### src/design/tlbc_consts.vh
// constants for the transceiver loopback control block
// assumes a single 200 MHz clock and a classic wishbone register port
`ifndef TLBC_CONSTS_VH
`define TLBC_CONSTS_VH

// register byte offsets
`define TLBC_OFS_CTRL      8'h00
`define TLBC_OFS_ANALOG    8'h04
`define TLBC_OFS_STATUS    8'h08
`define TLBC_OFS_CONFIG    8'h0C

// control register fields
`define TLBC_CTRL_SER_BIT  0
`define TLBC_CTRL_RSER_BIT 1

// analog register fields
`define TLBC_DRV_LSB       0
`define TLBC_DRV_MSB       5
`define TLBC_TAP_LSB       8
`define TLBC_TAP_MSB       12

// reset values
`define TLBC_CTRL_RST      2'h0
`define TLBC_DRV_RST       6'h20
`define TLBC_TAP_RST       5'h00

// loopback mode codes on the status port
`define TLBC_MODE_NORMAL   2'h0
`define TLBC_MODE_SERIAL   2'h1
`define TLBC_MODE_REVPAR   2'h2
`define TLBC_MODE_REVSER   2'h3

// channel configurations
`define TLBC_CFG_BASIC     2'h0
`define TLBC_CFG_PIPE      2'h1
`define TLBC_CFG_NOPCS     2'h2

// rate codes
`define TLBC_RATE_GEN1     2'h0
`define TLBC_RATE_GEN2     2'h1

// receive digital reset hold after a loopback change
`define TLBC_RST_HOLD_CYC  4'h2

`endif

### src/design/tlbc_top.v
// loopback control for one transceiver channel with wishbone registers
// assumes synchronous pins on mclk and a classic wishbone master
//
// Design decisions made here: the register offsets and the Wishbone register port.
`include "tlbc_consts.vh"

////////////////////////////////////////////////////////////////////////////////
module tlbc_top #(
  parameter DW = 20
) (
  input  wire          mclk,
  input  wire          arst_n,
  input  wire          wb_cyc_i,
  input  wire          wb_stb_i,
  input  wire          wb_we_i,
  input  wire [7:0]    wb_adr_i,
  input  wire [3:0]    wb_sel_i,
  input  wire [31:0]   wb_dat_i,
  output reg  [31:0]   wb_dat_o,
  output reg           wb_ack_o,
  input  wire [1:0]    chan_cfg,
  input  wire [1:0]    pipe_rate,
  input  wire          detect_loop_req,
  input  wire          rx_line_in,
  input  wire          tx_ser_bit,
  input  wire          cdr_ser_bit,
  input  wire          cdr_locked,
  input  wire [DW-1:0] fab_tx_word,
  input  wire [DW-1:0] rm_word,
  input  wire [DW-1:0] rx_word,
  output reg           rx_src_bit,
  output reg           tx_line_out,
  output reg  [DW-1:0] ser_word,
  output reg  [DW-1:0] rx_parallel_data,
  output reg  [1:0]    loop_mode,
  output reg  [5:0]    output_drive_level,
  output reg  [4:0]    post_tap1,
  output reg           rx_digital_reset
);

  //////////////////////////////////////////////////////////////////////////////
  // register storage
  reg  [1:0]    ctrl_reg;
  reg  [1:0]    mode_next;
  reg           chg_pulse_reg;
  reg           unsup_reg;
  wire          rst_busy;
  wire          mux_rx;
  wire          mux_line;
  wire [DW-1:0] mux_word;
  wire          wb_req;
  wire          wr_ctrl;
  wire          wr_ana;

  // address decode shared by read and write
  function is_ofs;
    input [7:0] adr;
    input [7:0] ofs;
    begin
      is_ofs = (adr == ofs);
    end
  endfunction

  assign wb_req  = wb_cyc_i && wb_stb_i && !wb_ack_o;
  assign wr_ctrl = wb_req && wb_we_i && wb_sel_i[0] && is_ofs(wb_adr_i, `TLBC_OFS_CTRL);
  assign wr_ana  = wb_req && wb_we_i && is_ofs(wb_adr_i, `TLBC_OFS_ANALOG);

  //////////////////////////////////////////////////////////////////////////////
  // wishbone slave: ack one cycle after request, unmapped reads zero
  always @(posedge mclk or negedge arst_n) begin
    if (!arst_n) begin
      wb_ack_o <= 1'b0;
      wb_dat_o <= 32'h00000000;
    end else begin
      wb_ack_o <= wb_req;
      wb_dat_o <= 32'h00000000;
      if (wb_req && !wb_we_i) begin
        if (is_ofs(wb_adr_i, `TLBC_OFS_CTRL))
          wb_dat_o <= {30'h00000000, ctrl_reg};
        else if (is_ofs(wb_adr_i, `TLBC_OFS_ANALOG))
          wb_dat_o <= {19'h00000, post_tap1, 2'h0, output_drive_level};
        else if (is_ofs(wb_adr_i, `TLBC_OFS_STATUS))
          wb_dat_o <= {26'h0000000, unsup_reg, cdr_locked, rx_digital_reset,
                       detect_loop_req, loop_mode};
        else if (is_ofs(wb_adr_i, `TLBC_OFS_CONFIG))
          wb_dat_o <= {28'h0000000, pipe_rate, chan_cfg};
      end
    end
  end

  //////////////////////////////////////////////////////////////////////////////
  // control and analog registers
  always @(posedge mclk or negedge arst_n) begin
    if (!arst_n) begin
      ctrl_reg           <= `TLBC_CTRL_RST;
      output_drive_level <= `TLBC_DRV_RST;
      post_tap1          <= `TLBC_TAP_RST;
    end else begin
      if (wr_ctrl)
        ctrl_reg <= wb_dat_i[`TLBC_CTRL_RSER_BIT:`TLBC_CTRL_SER_BIT];
      // drive and tap writable in every mode
      if (wr_ana && wb_sel_i[0])
        output_drive_level <= wb_dat_i[`TLBC_DRV_MSB:`TLBC_DRV_LSB];
      if (wr_ana && wb_sel_i[1])
        post_tap1 <= wb_dat_i[`TLBC_TAP_MSB:`TLBC_TAP_LSB];
    end
  end

  //////////////////////////////////////////////////////////////////////////////
  // mode resolution from configuration, request pin and register bits
  always @* begin
    mode_next = `TLBC_MODE_NORMAL;
    if (chan_cfg == `TLBC_CFG_PIPE) begin
      // only reverse parallel in pipe, gen1 or gen2
      if (detect_loop_req && (pipe_rate == `TLBC_RATE_GEN1 ||
                              pipe_rate == `TLBC_RATE_GEN2))
        mode_next = `TLBC_MODE_REVPAR;
    end else if (ctrl_reg[`TLBC_CTRL_SER_BIT]) begin
      mode_next = `TLBC_MODE_SERIAL;
    end else if (ctrl_reg[`TLBC_CTRL_RSER_BIT]) begin
      mode_next = `TLBC_MODE_REVSER;
    end
    // request pin outside pipe is ignored, incl. high_rate_channel
  end

  // flag register-selected loopback that pipe configuration refuses
  always @(posedge mclk or negedge arst_n) begin
    if (!arst_n) begin
      loop_mode     <= `TLBC_MODE_NORMAL;
      chg_pulse_reg <= 1'b0;
      unsup_reg     <= 1'b0;
    end else begin
      loop_mode     <= mode_next;
      chg_pulse_reg <= (mode_next != loop_mode);
      unsup_reg     <= (chan_cfg == `TLBC_CFG_PIPE) && (ctrl_reg != `TLBC_CTRL_RST);
    end
  end

  //////////////////////////////////////////////////////////////////////////////
  // receive reset held while recovery re-tracks after a change
  tlbc_rst_stretch #(
    .CW (4)
  ) u_stretch (
    .mclk   (mclk),
    .arst_n (arst_n),
    .trig   (chg_pulse_reg),
    .hold   (`TLBC_RST_HOLD_CYC),
    .busy   (rst_busy)
  );

  //////////////////////////////////////////////////////////////////////////////
  // data path selection
  tlbc_mux #(
    .DW (DW)
  ) u_mux (
    .mode     (loop_mode),
    .line_in  (rx_line_in),
    .tx_ser   (tx_ser_bit),
    .cdr_ser  (cdr_ser_bit),
    .fab_tx   (fab_tx_word),
    .rm_word  (rm_word),
    .rx_src   (mux_rx),
    .line_out (mux_line),
    .ser_word (mux_word)
  );

  // register the path outputs
  always @(posedge mclk or negedge arst_n) begin
    if (!arst_n) begin
      rx_src_bit       <= 1'b0;
      tx_line_out      <= 1'b0;
      ser_word         <= {DW{1'b0}};
      rx_parallel_data <= {DW{1'b0}};
      rx_digital_reset <= 1'b0;
    end else begin
      rx_src_bit       <= mux_rx;
      tx_line_out      <= mux_line;
      ser_word         <= mux_word;
      rx_parallel_data <= rx_word;
      rx_digital_reset <= rst_busy || chg_pulse_reg;
    end
  end

endmodule // tlbc_top

### src/design/tlbc_rst_stretch.v
// stretches receive digital reset after any loopback change
// assumes mclk domain inputs; trig is a one-cycle pulse
module tlbc_rst_stretch #(
  parameter CW = 4
) (
  input  wire          mclk,
  input  wire          arst_n,
  input  wire          trig,
  input  wire [CW-1:0] hold,
  output reg           busy
);

  reg [CW-1:0] cnt_reg;

  // count down the hold time, restart on a new trigger
  always @(posedge mclk or negedge arst_n) begin
    if (!arst_n) begin
      cnt_reg <= {CW{1'b0}};
      busy    <= 1'b0;
    end else if (trig) begin
      cnt_reg <= hold;
      busy    <= 1'b1;
    end else if (cnt_reg > {{(CW-1){1'b0}}, 1'b1}) begin
      cnt_reg <= cnt_reg - {{(CW-1){1'b0}}, 1'b1};
    end else begin
      cnt_reg <= {CW{1'b0}};
      busy    <= 1'b0;
    end
  end

endmodule // tlbc_rst_stretch

### src/design/tlbc_mux.v
// per-cycle data path selection for the looped channel
// assumes all words are in the mclk domain
`include "tlbc_consts.vh"

module tlbc_mux #(
  parameter DW = 20
) (
  input  wire [1:0]    mode,
  input  wire          line_in,
  input  wire          tx_ser,
  input  wire          cdr_ser,
  input  wire [DW-1:0] fab_tx,
  input  wire [DW-1:0] rm_word,
  output reg           rx_src,
  output reg           line_out,
  output reg  [DW-1:0] ser_word
);

  // choose receiver source, serializer word and line driver
  always @* begin
    rx_src   = line_in;
    line_out = tx_ser;
    ser_word = fab_tx;
    case (mode)
      `TLBC_MODE_SERIAL: begin
        rx_src = tx_ser;
      end
      `TLBC_MODE_REVPAR: begin
        ser_word = rm_word;
      end
      `TLBC_MODE_REVSER: begin
        line_out = cdr_ser;
      end
      default: begin
        rx_src = line_in;
      end
    endcase
  end

endmodule // tlbc_mux

### config.mk
export PLATFORM = sky130hd
export DESIGN_NAME = tlbc_top
export DESIGN_NICKNAME = d
export VERILOG_FILES = /design/src/design/tlbc_top.v /design/src/design/tlbc_rst_stretch.v /design/src/design/tlbc_mux.v
export VERILOG_INCLUDE_DIRS = /design/src /design/src/design
export SDC_FILE = /design/constraint.sdc
export NUM_CORES = 1
export LEC_CHECK = 0
export ABC_AREA = 1
export BUFFER_PORTS_ARGS = -buffer_cell sky130_fd_sc_hd__buf_2
export CORE_UTILIZATION = 45
export DETAILED_ROUTE_END_ITERATION = 8
export MAX_ROUTING_LAYER = met4
export PLACE_DENSITY = 0.85
export SYNTH_ARGS = -nofsm -noshare
export SYNTH_HDL_FRONTEND = slang
export SYNTH_SLANG_ARGS = --single-unit
### constraint.sdc
create_clock -name mclk -period 1.88 [get_ports mclk]
set_input_delay 0.376 -clock mclk [delete_from_list [all_inputs] [get_ports mclk]]
set_output_delay 0.376 -clock mclk [all_outputs]
set_load 0.01 [all_outputs]
==> results.json, run 1 <==
{
  "ctsResizeCount": 0,
  "number_of_global_route_vias_before_repair": 2400,
  "final.setup.tns_ns": 0,
  "maxCapViolCount": 0,
  "grt_first_pass_wirelength_mm": 10.7,
  "finalWorstPathRequiredPeriod_ns": 1.39,
  "worst_clock_skew_ns": 0.00491,
  "tritoncts": "done",
  "postSynthCellCount": 284,
  "die_height_um": 85.5,
  "power_mw": 3.70,
  "synth.lib_cells_used.distinct": 24,
  "post-place-cells": 525,
  "maximum_number_of_pins_on_one_net_before_global_route_repair": 44,
  "detail-route-antenna-nets": 0,
  "max_slew_margin_pct": 65.9,
  "post_synth.cell_area_avg_um2": 11.0,
  "diodes": 0,
  "path_class_of_the_lowest_slack_min_delay_path": "input port to flop",
  "r2r_cells": 2,
  "path_cells": "or2_4 -> mux2_4",
  "antenna_found_initial": 0,
  "tritoncts_num_sinks": 77,
  "place_worst_setup_slack_ns": 0.382,
  "timing.final.max_slew_violations": 0,
  "worst_vdd_rail_ir_drop_mv": 0.406,
  "largest_fanout_of_any_net_on_the_critical_path": 20,
  "drt_first_iter_violations": 81,
  "timing_worst_setup_path_type": "flop to flop",
  "total_drc_errors_in_the_routed_layout": 0,
  "arr_time_crit_path_ns": 1.60,
  "nets": 577,
  "clk_transition_reported_paths_ns": 0.07,
  "finalNonFillerCells": 542,
  "synth_seq_cells": 77,
  "cts_buffers": 9,
  "fmaxAchievable_mhz": 720,
  "ctsHtreeMaxLevel": 3,
  "synth_top_area_cell": "sky130_fd_sc_hd__dfrtp_1",
  "dr_total_vias": 2472,
  "clockBufferDepth": 2,
  "crit_path_start_kind": "flop",
  "required_time_reported_for_the_critical_path_endpoint_ns": 2.09,
  "unrepaired_setup_endpoints_after_global_routing": "false",
  "holdCritStartpoint": "rx_word[14]",
  "initial_utilization_pct": 46.4,
  "gp_routability_congestion": 0.800,
  "critical_path_cell_with_the_highest_stage_delay": "sky130_fd_sc_hd__dfrtp_1",
  "die_x_um": 85.5,
  "yosys_top_cell_area_share_pct": 60.6,
  "layout.filler_cells": 580,
  "top_regs": "rx_parallel_data (20), ser_word (20), wb_dat_o (11)",
  "dieArea_mm2": 0.00731,
  "fp-row-count": 30,
  "mappedNetlistArea_mm2": 0.00314,
  "portBuffers": 162,
  "worst-slew-pin-transition_ns": 0.508,
  "hold-path-endpoint": "rx_parallel_data[14]$_DFF_PN0_",
  "r2r-end": "ser_word[0]$_DFF_PN0_",
  "routed_wl_mm": 6.72,
  "hold_path_depth": 1,
  "number_of_setup_violations_in_the_final_report": 0,
  "pwr_density_cell_mw_per_mm2": 878,
  "fraction_of_the_yosys_area_taken_by_sequential_cells_pct": 61.5,
  "final_hold_viol_count": 0,
  "final_instance_area_mm2": 0.00421,
  "grt_use_total_pct": 19.6,
  "setup_ws_ns": 0.491,
  "cp_slowest_stage_delay_ns": 0.48,
  "clkLatencyLatePin_ns": 0.33,
  "fin_util_pct": 62.3,
  "hold_slack_ns": 0.148,
  "worst_r2r_startpoint": "loop_mode[0]$_DFF_PN0_",
  "min_period_over_period_pct": 73.9,
  "regToRegSetupSlack_ns": 0.49,
  "dpl_cell_area_mm2": 0.00397,
  "synth_warn": 0,
  "place_hpwl_mm": 5.36,
  "layout-drive-gt1-share_pct": 46.1,
  "setup.worst_path.end_class": "flop",
  "globalRouteOverflowTotal": 0,
  "area_delta_synth_final_pct": 34.1,
  "cellLeakagePower_nw": 2.49,
  "post_drt_via_cell_ratio": 4.56,
  "core_area_mm2": 0.00676,
  "cts_root_buf": "sky130_fd_sc_hd__clkbuf_8",
  "outcome": "finished, final reports clean",
  "wire_per_inst_um": 12.4,
  "ios": 207,
  "number_of_search_and_repair_iterations_in_the_first_detailed_routing_pass": 4,
  "ys_top_cells_by_area": "sky130_fd_sc_hd__dfrtp_1 (61%), sky130_fd_sc_hd__mux2_4 (9.6%), sky130_fd_sc_hd__nand2_1 (8.1%)"
}
power by group:
part	internal, mW	switching [mW]
Clock	0.781	0.561
Combinational	0.247	0.278
Sequential	1.77	0.0561
Total	2.80	0.895
critical path, delay by kind of cell (launching register included):
family,cells,cell delay [ns]
DFF,1,0.48
muxes,1,0.35
and+or+nand+nor,1,0.43
logic make-up after synthesis:
family,count (synthesis),synth area share [%]
flip-flops,77,61.5
AO/OA/AOI/OAI,13,2.11
AND/OR/NAND/NOR,122,16.6
multiplexers,20,9.57
other,1,0.120
XOR/XNOR,3,0.838
adder cells (fa/ha/maj),2,0.798
buffers and inverters,46,8.54
cell type report:
cell class	instances	area, µm²	share of cell area [%]
sequential	77	1930	45.8
clock inverter	6	86.3	2.05
timing repair buffer	165	851	20.2
multi-input combinational	181	1020	24.2
clock buffer	10	138	3.27
tap	80	100	2.38
inverter	23	87.6	2.08
timing repair:
action	in CTS	in global routing
hold buffers	1	0
hold endpoints to repair	33	0
buffers inserted	0	0
Yosys cell counts:
library cell	number
sky130_fd_sc_hd__nand2_4	3
sky130_fd_sc_hd__a21oi_1	4
sky130_fd_sc_hd__o21ai_0	8
sky130_fd_sc_hd__a31oi_1	1
sky130_fd_sc_hd__ha_1	2
sky130_fd_sc_hd__or2_4	1
sky130_fd_sc_hd__dfrtp_1	76
sky130_fd_sc_hd__nand3_1	14
sky130_fd_sc_hd__nand3b_1	1
sky130_fd_sc_hd__clkinv_2	1
sky130_fd_sc_hd__nor3_2	1
sky130_fd_sc_hd__nor3_1	1
sky130_fd_sc_hd__nand2_1	68
sky130_fd_sc_hd__xor2_1	1
sky130_fd_sc_hd__dfstp_2	1
sky130_fd_sc_hd__buf_6	2
sky130_fd_sc_hd__xnor2_1	2
sky130_fd_sc_hd__buf_4	21
sky130_fd_sc_hd__nor2_2	2
sky130_fd_sc_hd__inv_2	4
sky130_fd_sc_hd__nor2_1	31
sky130_fd_sc_hd__inv_1	18
sky130_fd_sc_hd__mux2_4	20
sky130_fd_sc_hd__conb_1	1
worst max-delay path by stage:
stage                     depth (start not counted)                   start                           endpoint  slack (ns)
after detailed placement                         10             wb_adr_i[5]  output_drive_level[2]$_DFFE_PN0P_        0.38
after global placement                            9             wb_adr_i[5]              wb_dat_o[3]$_DFF_PN0_        0.44
final                                             2  loop_mode[0]$_DFF_PN0_              ser_word[0]$_DFF_PN0_        0.49
after floorplan                                   3  loop_mode[0]$_DFF_PN0_              ser_word[0]$_DFF_PN0_        0.59
after CTS                                         2  loop_mode[1]$_DFF_PN0_                       loop_mode[1]        0.48
after global routing                              5      wb_ack_o$_DFF_PN0_              wb_dat_o[3]$_DFF_PN0_        0.35
metal layers:
metal  routed length (µm)  GRT usage, %  vias to the layer above
met4                  108          8.18                        0
met5                    0             -                        -
li1                     -             -                     1193
met2                 3600          34.9                      121
met1                 2540          20.9                     1146
met3                  477          4.81                       12
cell usage in the layout, fill, tap and decap left out, types with 2 or more instances in the layout:
cell                        Yosys  final
sky130_fd_sc_hd__nand2_4        3      3
sky130_fd_sc_hd__clkbuf_8       0     10
sky130_fd_sc_hd__xnor2_1        2      2
sky130_fd_sc_hd__conb_1         1     21
sky130_fd_sc_hd__inv_2          4      4
sky130_fd_sc_hd__dfrtp_1       76     76
sky130_fd_sc_hd__bufinv_16      0      2
sky130_fd_sc_hd__nand2_1       68     68
sky130_fd_sc_hd__mux2_4        20     20
sky130_fd_sc_hd__nor2_2         2      2
sky130_fd_sc_hd__o21ai_0        8      8
sky130_fd_sc_hd__nor2_1        31     31
sky130_fd_sc_hd__clkinv_2       1      3
sky130_fd_sc_hd__buf_2          0    161
sky130_fd_sc_hd__ha_1           2      2
sky130_fd_sc_hd__buf_4         21      2
sky130_fd_sc_hd__inv_1         18     18
sky130_fd_sc_hd__a21oi_1        4      4
sky130_fd_sc_hd__nand3_1       14     14
Power figures use the tool's default switching activity.
==> run 2, diff against run 1 <==
Settings changed: CORE_UTILIZATION 45 to 42, PLACE_DENSITY 0.85 to 0.8.
Clock period 1.88 ns to 1.4 ns, I/O delays scaled along.
==> run 2 against run 1 <==
Clock power increased by 22%. Final cell count increased by 4.6%. First-iteration DRC count decreased by 26%. Sequential share of layout area decreased by 0.49 points. Sequential power increased by 34%. Critical path type unchanged. Largest power group unchanged. Highest routed layer unchanged.
==> results.json, run 2 (synthesis gave the netlist of run 1 again) <==
{
  "layout_commonest_cell": "sky130_fd_sc_hd__buf_2",
  "length_of_routed_wiring_on_met1_mm": 2.74,
  "initial_utilization_pct": 43.2,
  "place_hpwl_mm": 5.49,
  "tritoncts": "done",
  "globalRouteOverflowTotal": 0,
  "ctsHtreeMaxLevel": 3,
  "finalWorstPathRequiredPeriod_ns": 1.32,
  "largest_fanout_of_any_net_on_the_critical_path": 20,
  "worst_clock_skew_ns": 0.00968,
  "critical_path_cell_with_the_highest_stage_delay": "sky130_fd_sc_hd__dfrtp_1",
  "r2r_cells": 3,
  "worst_vdd_rail_ir_drop_mv": 0.494,
  "routed-wl-met3_um": 362,
  "min_period_over_period_pct": 94.6,
  "ctsResizeCount": 0,
  "timing_worst_setup_path_type": "flop to flop",
  "worst_r2r_startpoint": "loop_mode[1]$_DFF_PN0_",
  "pwr_density_cell_mw_per_mm2": 1130,
  "arr_time_crit_path_ns": 1.54,
  "total_drc_errors_in_the_routed_layout": 0,
  "grt_first_pass_wirelength_mm": 10.4,
  "r2r-end": "ser_word[15]$_DFF_PN0_",
  "area_delta_synth_final_pct": 35.5,
  "layout-drive-gt1-share_pct": 46.8,
  "portBuffers": 162,
  "die_x_um": 88.4,
  "setup.worst_path.end_class": "flop",
  "crit_path_start_kind": "flop",
  "final.setup.tns_ns": 0,
  "outcome": "finished, final reports clean",
  "gp_routability_congestion": 0.868,
  "hold_slack_ns": 0.0422,
  "clk_transition_reported_paths_ns": 0.08,
  "clockBufferDepth": 2,
  "required_time_reported_for_the_critical_path_endpoint_ns": 1.61,
  "final_hold_viol_count": 0,
  "dieArea_mm2": 0.00782,
  "cts_buffers": 9,
  "unrepaired_setup_endpoints_after_global_routing": "false",
  "path_cells": "inv_2 -> or2_4 -> mux2_4",
  "diodes": 0,
  "cp_slowest_stage_delay_ns": 0.39,
  "cellLeakagePower_nw": 2.51,
  "nets": 583,
  "clkLatencyLatePin_ns": 0.34,
  "path_class_of_the_lowest_slack_min_delay_path": "input port to flop",
  "detail-route-antenna-nets": 0,
  "maximum_number_of_pins_on_one_net_before_global_route_repair": 52,
  "number_of_setup_violations_in_the_final_report": 0,
  "antenna_found_initial": 0,
  "tritoncts_num_sinks": 77,
  "hold-path-endpoint": "rx_parallel_data[11]$_DFF_PN0_",
  "hold_path_depth": 1,
  "wire_per_inst_um": 12.2,
  "regToRegSetupSlack_ns": 0.08,
  "post-place-cells": 550,
  "number_of_search_and_repair_iterations_in_the_first_detailed_routing_pass": 4,
  "die_height_um": 88.4,
  "finalNonFillerCells": 567,
  "fmaxAchievable_mhz": 755,
  "postCtsSetupBuffers": 0,
  "ios": 207,
  "fp-row-count": 31,
  "post_drt_via_cell_ratio": 4.38,
  "dr_total_vias": 2485,
  "routed_wl_mm": 6.89,
  "route.met2.wl_mm": 3.63,
  "cts_root_buf": "sky130_fd_sc_hd__clkbuf_8",
  "timing.final.max_slew_violations": 0,
  "maxCapViolCount": 0,
  "top_layer": "met4",
  "number_of_global_route_vias_before_repair": 2354,
  "drt_first_iter_violations": 60,
  "holdCritStartpoint": "rx_word[11]",
  "top_regs": "rx_parallel_data (20), ser_word (20), wb_dat_o (11)",
  "core_area_mm2": 0.00725,
  "grt_use_total_pct": 18.4,
  "most-common-layout-cells": "sky130_fd_sc_hd__buf_2 (161), sky130_fd_sc_hd__dfrtp_1 (76), sky130_fd_sc_hd__nand2_1 (68)"
}
[run 2: worst max-delay path by stage]
| stage | startpoint | to | slack (ns) | depth (start not counted) |
|---|---|---|---|---|
| 4_1_cts | loop_mode[1]$_DFF_PN0_ | ser_word[15]$_DFF_PN0_ | 0.06 | 3 |
| 2_1_floorplan | loop_mode[0]$_DFF_PN0_ | ser_word[0]$_DFF_PN0_ | 0.11 | 3 |
| 5_1_grt | u_stretch.cnt_reg[0]$_DFF_PN0_ | u_stretch.cnt_reg[1]$_DFF_PN0_ | 0.01 | 5 |
| 6_report | loop_mode[1]$_DFF_PN0_ | ser_word[15]$_DFF_PN0_ | 0.08 | 3 |
| 3_3_place_gp | wb_adr_i[0] | output_drive_level[0]$_DFFE_PN0P_ | 0.1 | 9 |
| 3_5_place_dp | wb_adr_i[0] | post_tap1[1]$_DFFE_PN0P_ | 0.06 | 10 |
[run 2: what timing repair did]
| item | in CTS | in global routing |
|---|---|---|
| endpoints found under the hold margin | 76 | 0 |
| hold buffers | 1 | 0 |
| setup endpoints to repair | 0 | 0 |
[run 2: critical path, delay by kind of cell (launching register included)]
| family | cells | cell delay, ns |
|---|---|---|
| buffers and inverters | 1 | 0.09 |
| and+or+nand+nor | 1 | 0.38 |
| DFF | 1 | 0.39 |
| muxes | 1 | 0.35 |
[run 2: stage by stage]
stage                     utilization (%)  area [µm²]  total power [mW]  worst slack, ns
final                                58.6        4250              4.81           0.0753
after global routing                 58.6        4250              5.09           0.0125
after CTS                            58.6        4250              4.87           0.0640
after detailed placement             55.7        4040              3.21           0.0605
after floorplan                         -        3210              2.90            0.107
after global placement               55.7        4040              3.17           0.0962
[run 2: metal layers]
metal  up-vias  GRT usage, %
met5         -             -
met4         0          7.48
met3        18          4.29
met2       106          32.1
met1      1155          20.1
li1       1206             -
[run 2: area by class of cell]
class / instances / area, µm²
Sequential cell: 77 / 1930
Clock inverter: 6 / 62.6
Fill cell: 637 / 3000
Tap cell: 99 / 124
Clock buffer: 10 / 138
Multi-Input combinational cell: 181 / 1020
Timing Repair Buffer: 171 / 896
Inverter: 23 / 87.6
[run 2: where the power goes]
part           leakage [nW]  switching, mW  internal [mW]
clock network        0.0943          0.778          0.865
logic                  1.45          0.372          0.335
registers             0.964         0.0768           2.38
total                  2.51           1.23           3.58
==> run 3, diff against run 2 <==
Settings changed: RECOVER_POWER from default to 25.
==> run 3 against run 2 <==
Sequential share of layout area rose by 0.13 points. Utilization fell by 0.17 points. Hold slack barely moved. Final cell count unchanged. Critical endpoint unchanged.
==> results.json, run 3 (synthesis gave the netlist of run 1 again) <==
{
  "outcome": "finished, final reports clean",
  "timing.final.max_slew_violations": 0,
  "worst_clock_skew_ns": 0.00977,
  "total_drc_errors_in_the_routed_layout": 0,
  "final.setup.tns_ns": 0,
  "min_period_over_period_pct": 94.9,
  "fmaxAchievable_mhz": 753,
  "grt-busiest-layer": "met2",
  "die_height_um": 88.4,
  "wire_per_inst_um": 12.2,
  "number_of_global_route_vias_before_repair": 2354,
  "maximum_number_of_pins_on_one_net_before_global_route_repair": 52,
  "routed_wl_mm": 6.89,
  "hold_slack_ns": 0.0425,
  "maxCapViolCount": 0,
  "portBuffers": 162,
  "number_of_search_and_repair_iterations_in_the_first_detailed_routing_pass": 4,
  "finalWorstPathRequiredPeriod_ns": 1.33,
  "place_hpwl_mm": 5.49,
  "timing_worst_setup_path_type": "flop to flop",
  "grt_use_total_pct": 18.4,
  "clkLatencyLatePin_ns": 0.34,
  "layout_commonest_cell": "sky130_fd_sc_hd__buf_2",
  "tritoncts": "done",
  "ios": 207,
  "setup.worst_path.end_class": "flop",
  "tritoncts_num_sinks": 77,
  "clk_transition_reported_paths_ns": 0.08,
  "most-common-layout-cells": "sky130_fd_sc_hd__buf_2 (161), sky130_fd_sc_hd__dfrtp_1 (76), sky130_fd_sc_hd__nand2_1 (68)",
  "dr_total_vias": 2509,
  "path_class_of_the_lowest_slack_min_delay_path": "input port to flop",
  "area_delta_synth_final_pct": 35.1,
  "dpl_cell_area_mm2": 0.00404,
  "diodes": 0,
  "drt_first_iter_violations": 52,
  "worst-slew-pin-transition_ns": 0.654,
  "layout-drive-gt1-share_pct": 46.8,
  "sequential_cell_area_mm2": 0.00193,
  "ctsHtreeMaxLevel": 3,
  "use_met3_pct": 4.29,
  "die_x_um": 88.4,
  "clockBufferDepth": 2,
  "required_time_reported_for_the_critical_path_endpoint_ns": 1.61,
  "dieArea_mm2": 0.00782,
  "cellLeakagePower_nw": 2.50,
  "globalRouteOverflowTotal": 0,
  "grt_first_pass_wirelength_mm": 10.4,
  "unrepaired_setup_endpoints_after_global_routing": "false",
  "nets": 583,
  "worst_vdd_rail_ir_drop_mv": 0.492,
  "use_met2_pct": 32.1,
  "initial_utilization_pct": 43.2,
  "arr_time_crit_path_ns": 1.54,
  "detail-route-antenna-nets": 0,
  "gp_routability_congestion": 0.868,
  "multi_input_gate_area_mm2": 0.00102,
  "top_regs": "rx_parallel_data (20), ser_word (20), wb_dat_o (11)",
  "post_drt_via_cell_ratio": 4.43,
  "max_slew_margin_pct": 56.4,
  "final_hold_viol_count": 0,
  "globalRouteMet1Util_pct": 20.1,
  "crit_path_start_kind": "flop",
  "largest_fanout_of_any_net_on_the_critical_path": 20,
  "cts_root_buf": "sky130_fd_sc_hd__clkbuf_8",
  "ctsResizeCount": 0,
  "number_of_setup_violations_in_the_final_report": 0,
  "cts_buffers": 9,
  "final_instance_area_mm2": 0.00424,
  "antenna_found_initial": 0,
  "layout.filler_cells": 637,
  "core_area_mm2": 0.00725,
  "fp-row-count": 31,
  "pwr_density_cell_mw_per_mm2": 1130
}
[run 3: per-stage QoR]
step	utilization, %	instances	power [mW]	setup WS, ns
floorplan	-	304	2.90	0.107
global placement	55.7	550	3.17	0.0962
detailed placement	55.7	550	3.21	0.0605
CTS	58.6	567	4.87	0.0640
global route	58.4	567	5.09	0.0125
finish	58.4	567	4.80	0.0718
[run 3: per-layer routing]
| metal | up-vias | wire, µm |
|---|---|---|
| met5 | - | 0 |
| met4 | 0 | 163 |
| met3 | 18 | 375 |
| met2 | 110 | 3700 |
| met1 | 1171 | 2650 |
| li1 | 1210 | - |
[run 3: path summary, 6_finish.rpt]
check	start	endpoint	slack (ns)	cells after the start
worst min register to register	u_stretch.busy$_DFFE_PN0P_	rx_digital_reset$_DFF_PN0_	0.46	2
worst min-delay path	rx_word[11]	rx_parallel_data[11]$_DFF_PN0_	0.04	1
max in group asynchronous	arst_n	ser_word[15]$_DFF_PN0_	0.30	3
worst max-delay path	loop_mode[1]$_DFF_PN0_	ser_word[15]$_DFF_PN0_	0.07	3
min in group asynchronous	arst_n	rx_digital_reset$_DFF_PN0_	0.50	3
worst max register to register	loop_mode[1]$_DFF_PN0_	ser_word[15]$_DFF_PN0_	0.07	3
[run 3: critical path: stages (launching register included)]
cell and delay [ns]:
sky130_fd_sc_hd__dfrtp_1 0.39, sky130_fd_sc_hd__inv_2 0.09, sky130_fd_sc_hd__or2_4 0.39, sky130_fd_sc_hd__mux2_4 0.35
[run 3: cell type report]
type	count	area share [%]
Sequential cell	77	45.5
Clock buffer	10	3.25
Inverter	23	2.07
Tap cell	99	2.92
Clock inverter	6	1.48
Timing Repair Buffer	171	20.8
Multi-Input combinational cell	181	24.0
[run 3: report_power, final]
| group | internal [mW] | switching (mW) |
|---|---|---|
| Combinational | 0.330 | 0.372 |
| Sequential | 2.38 | 0.0768 |
| Clock | 0.865 | 0.775 |
[run 3: what timing repair did]
| item | 4_1_cts | 5_1_grt |
|---|---|---|
| setup buffers | 0 | 0 |
| hold buffers | 1 | 0 |
| hold endpoints to repair | 76 | 0 |
| endpoints found under the setup margin | 0 | 0 |
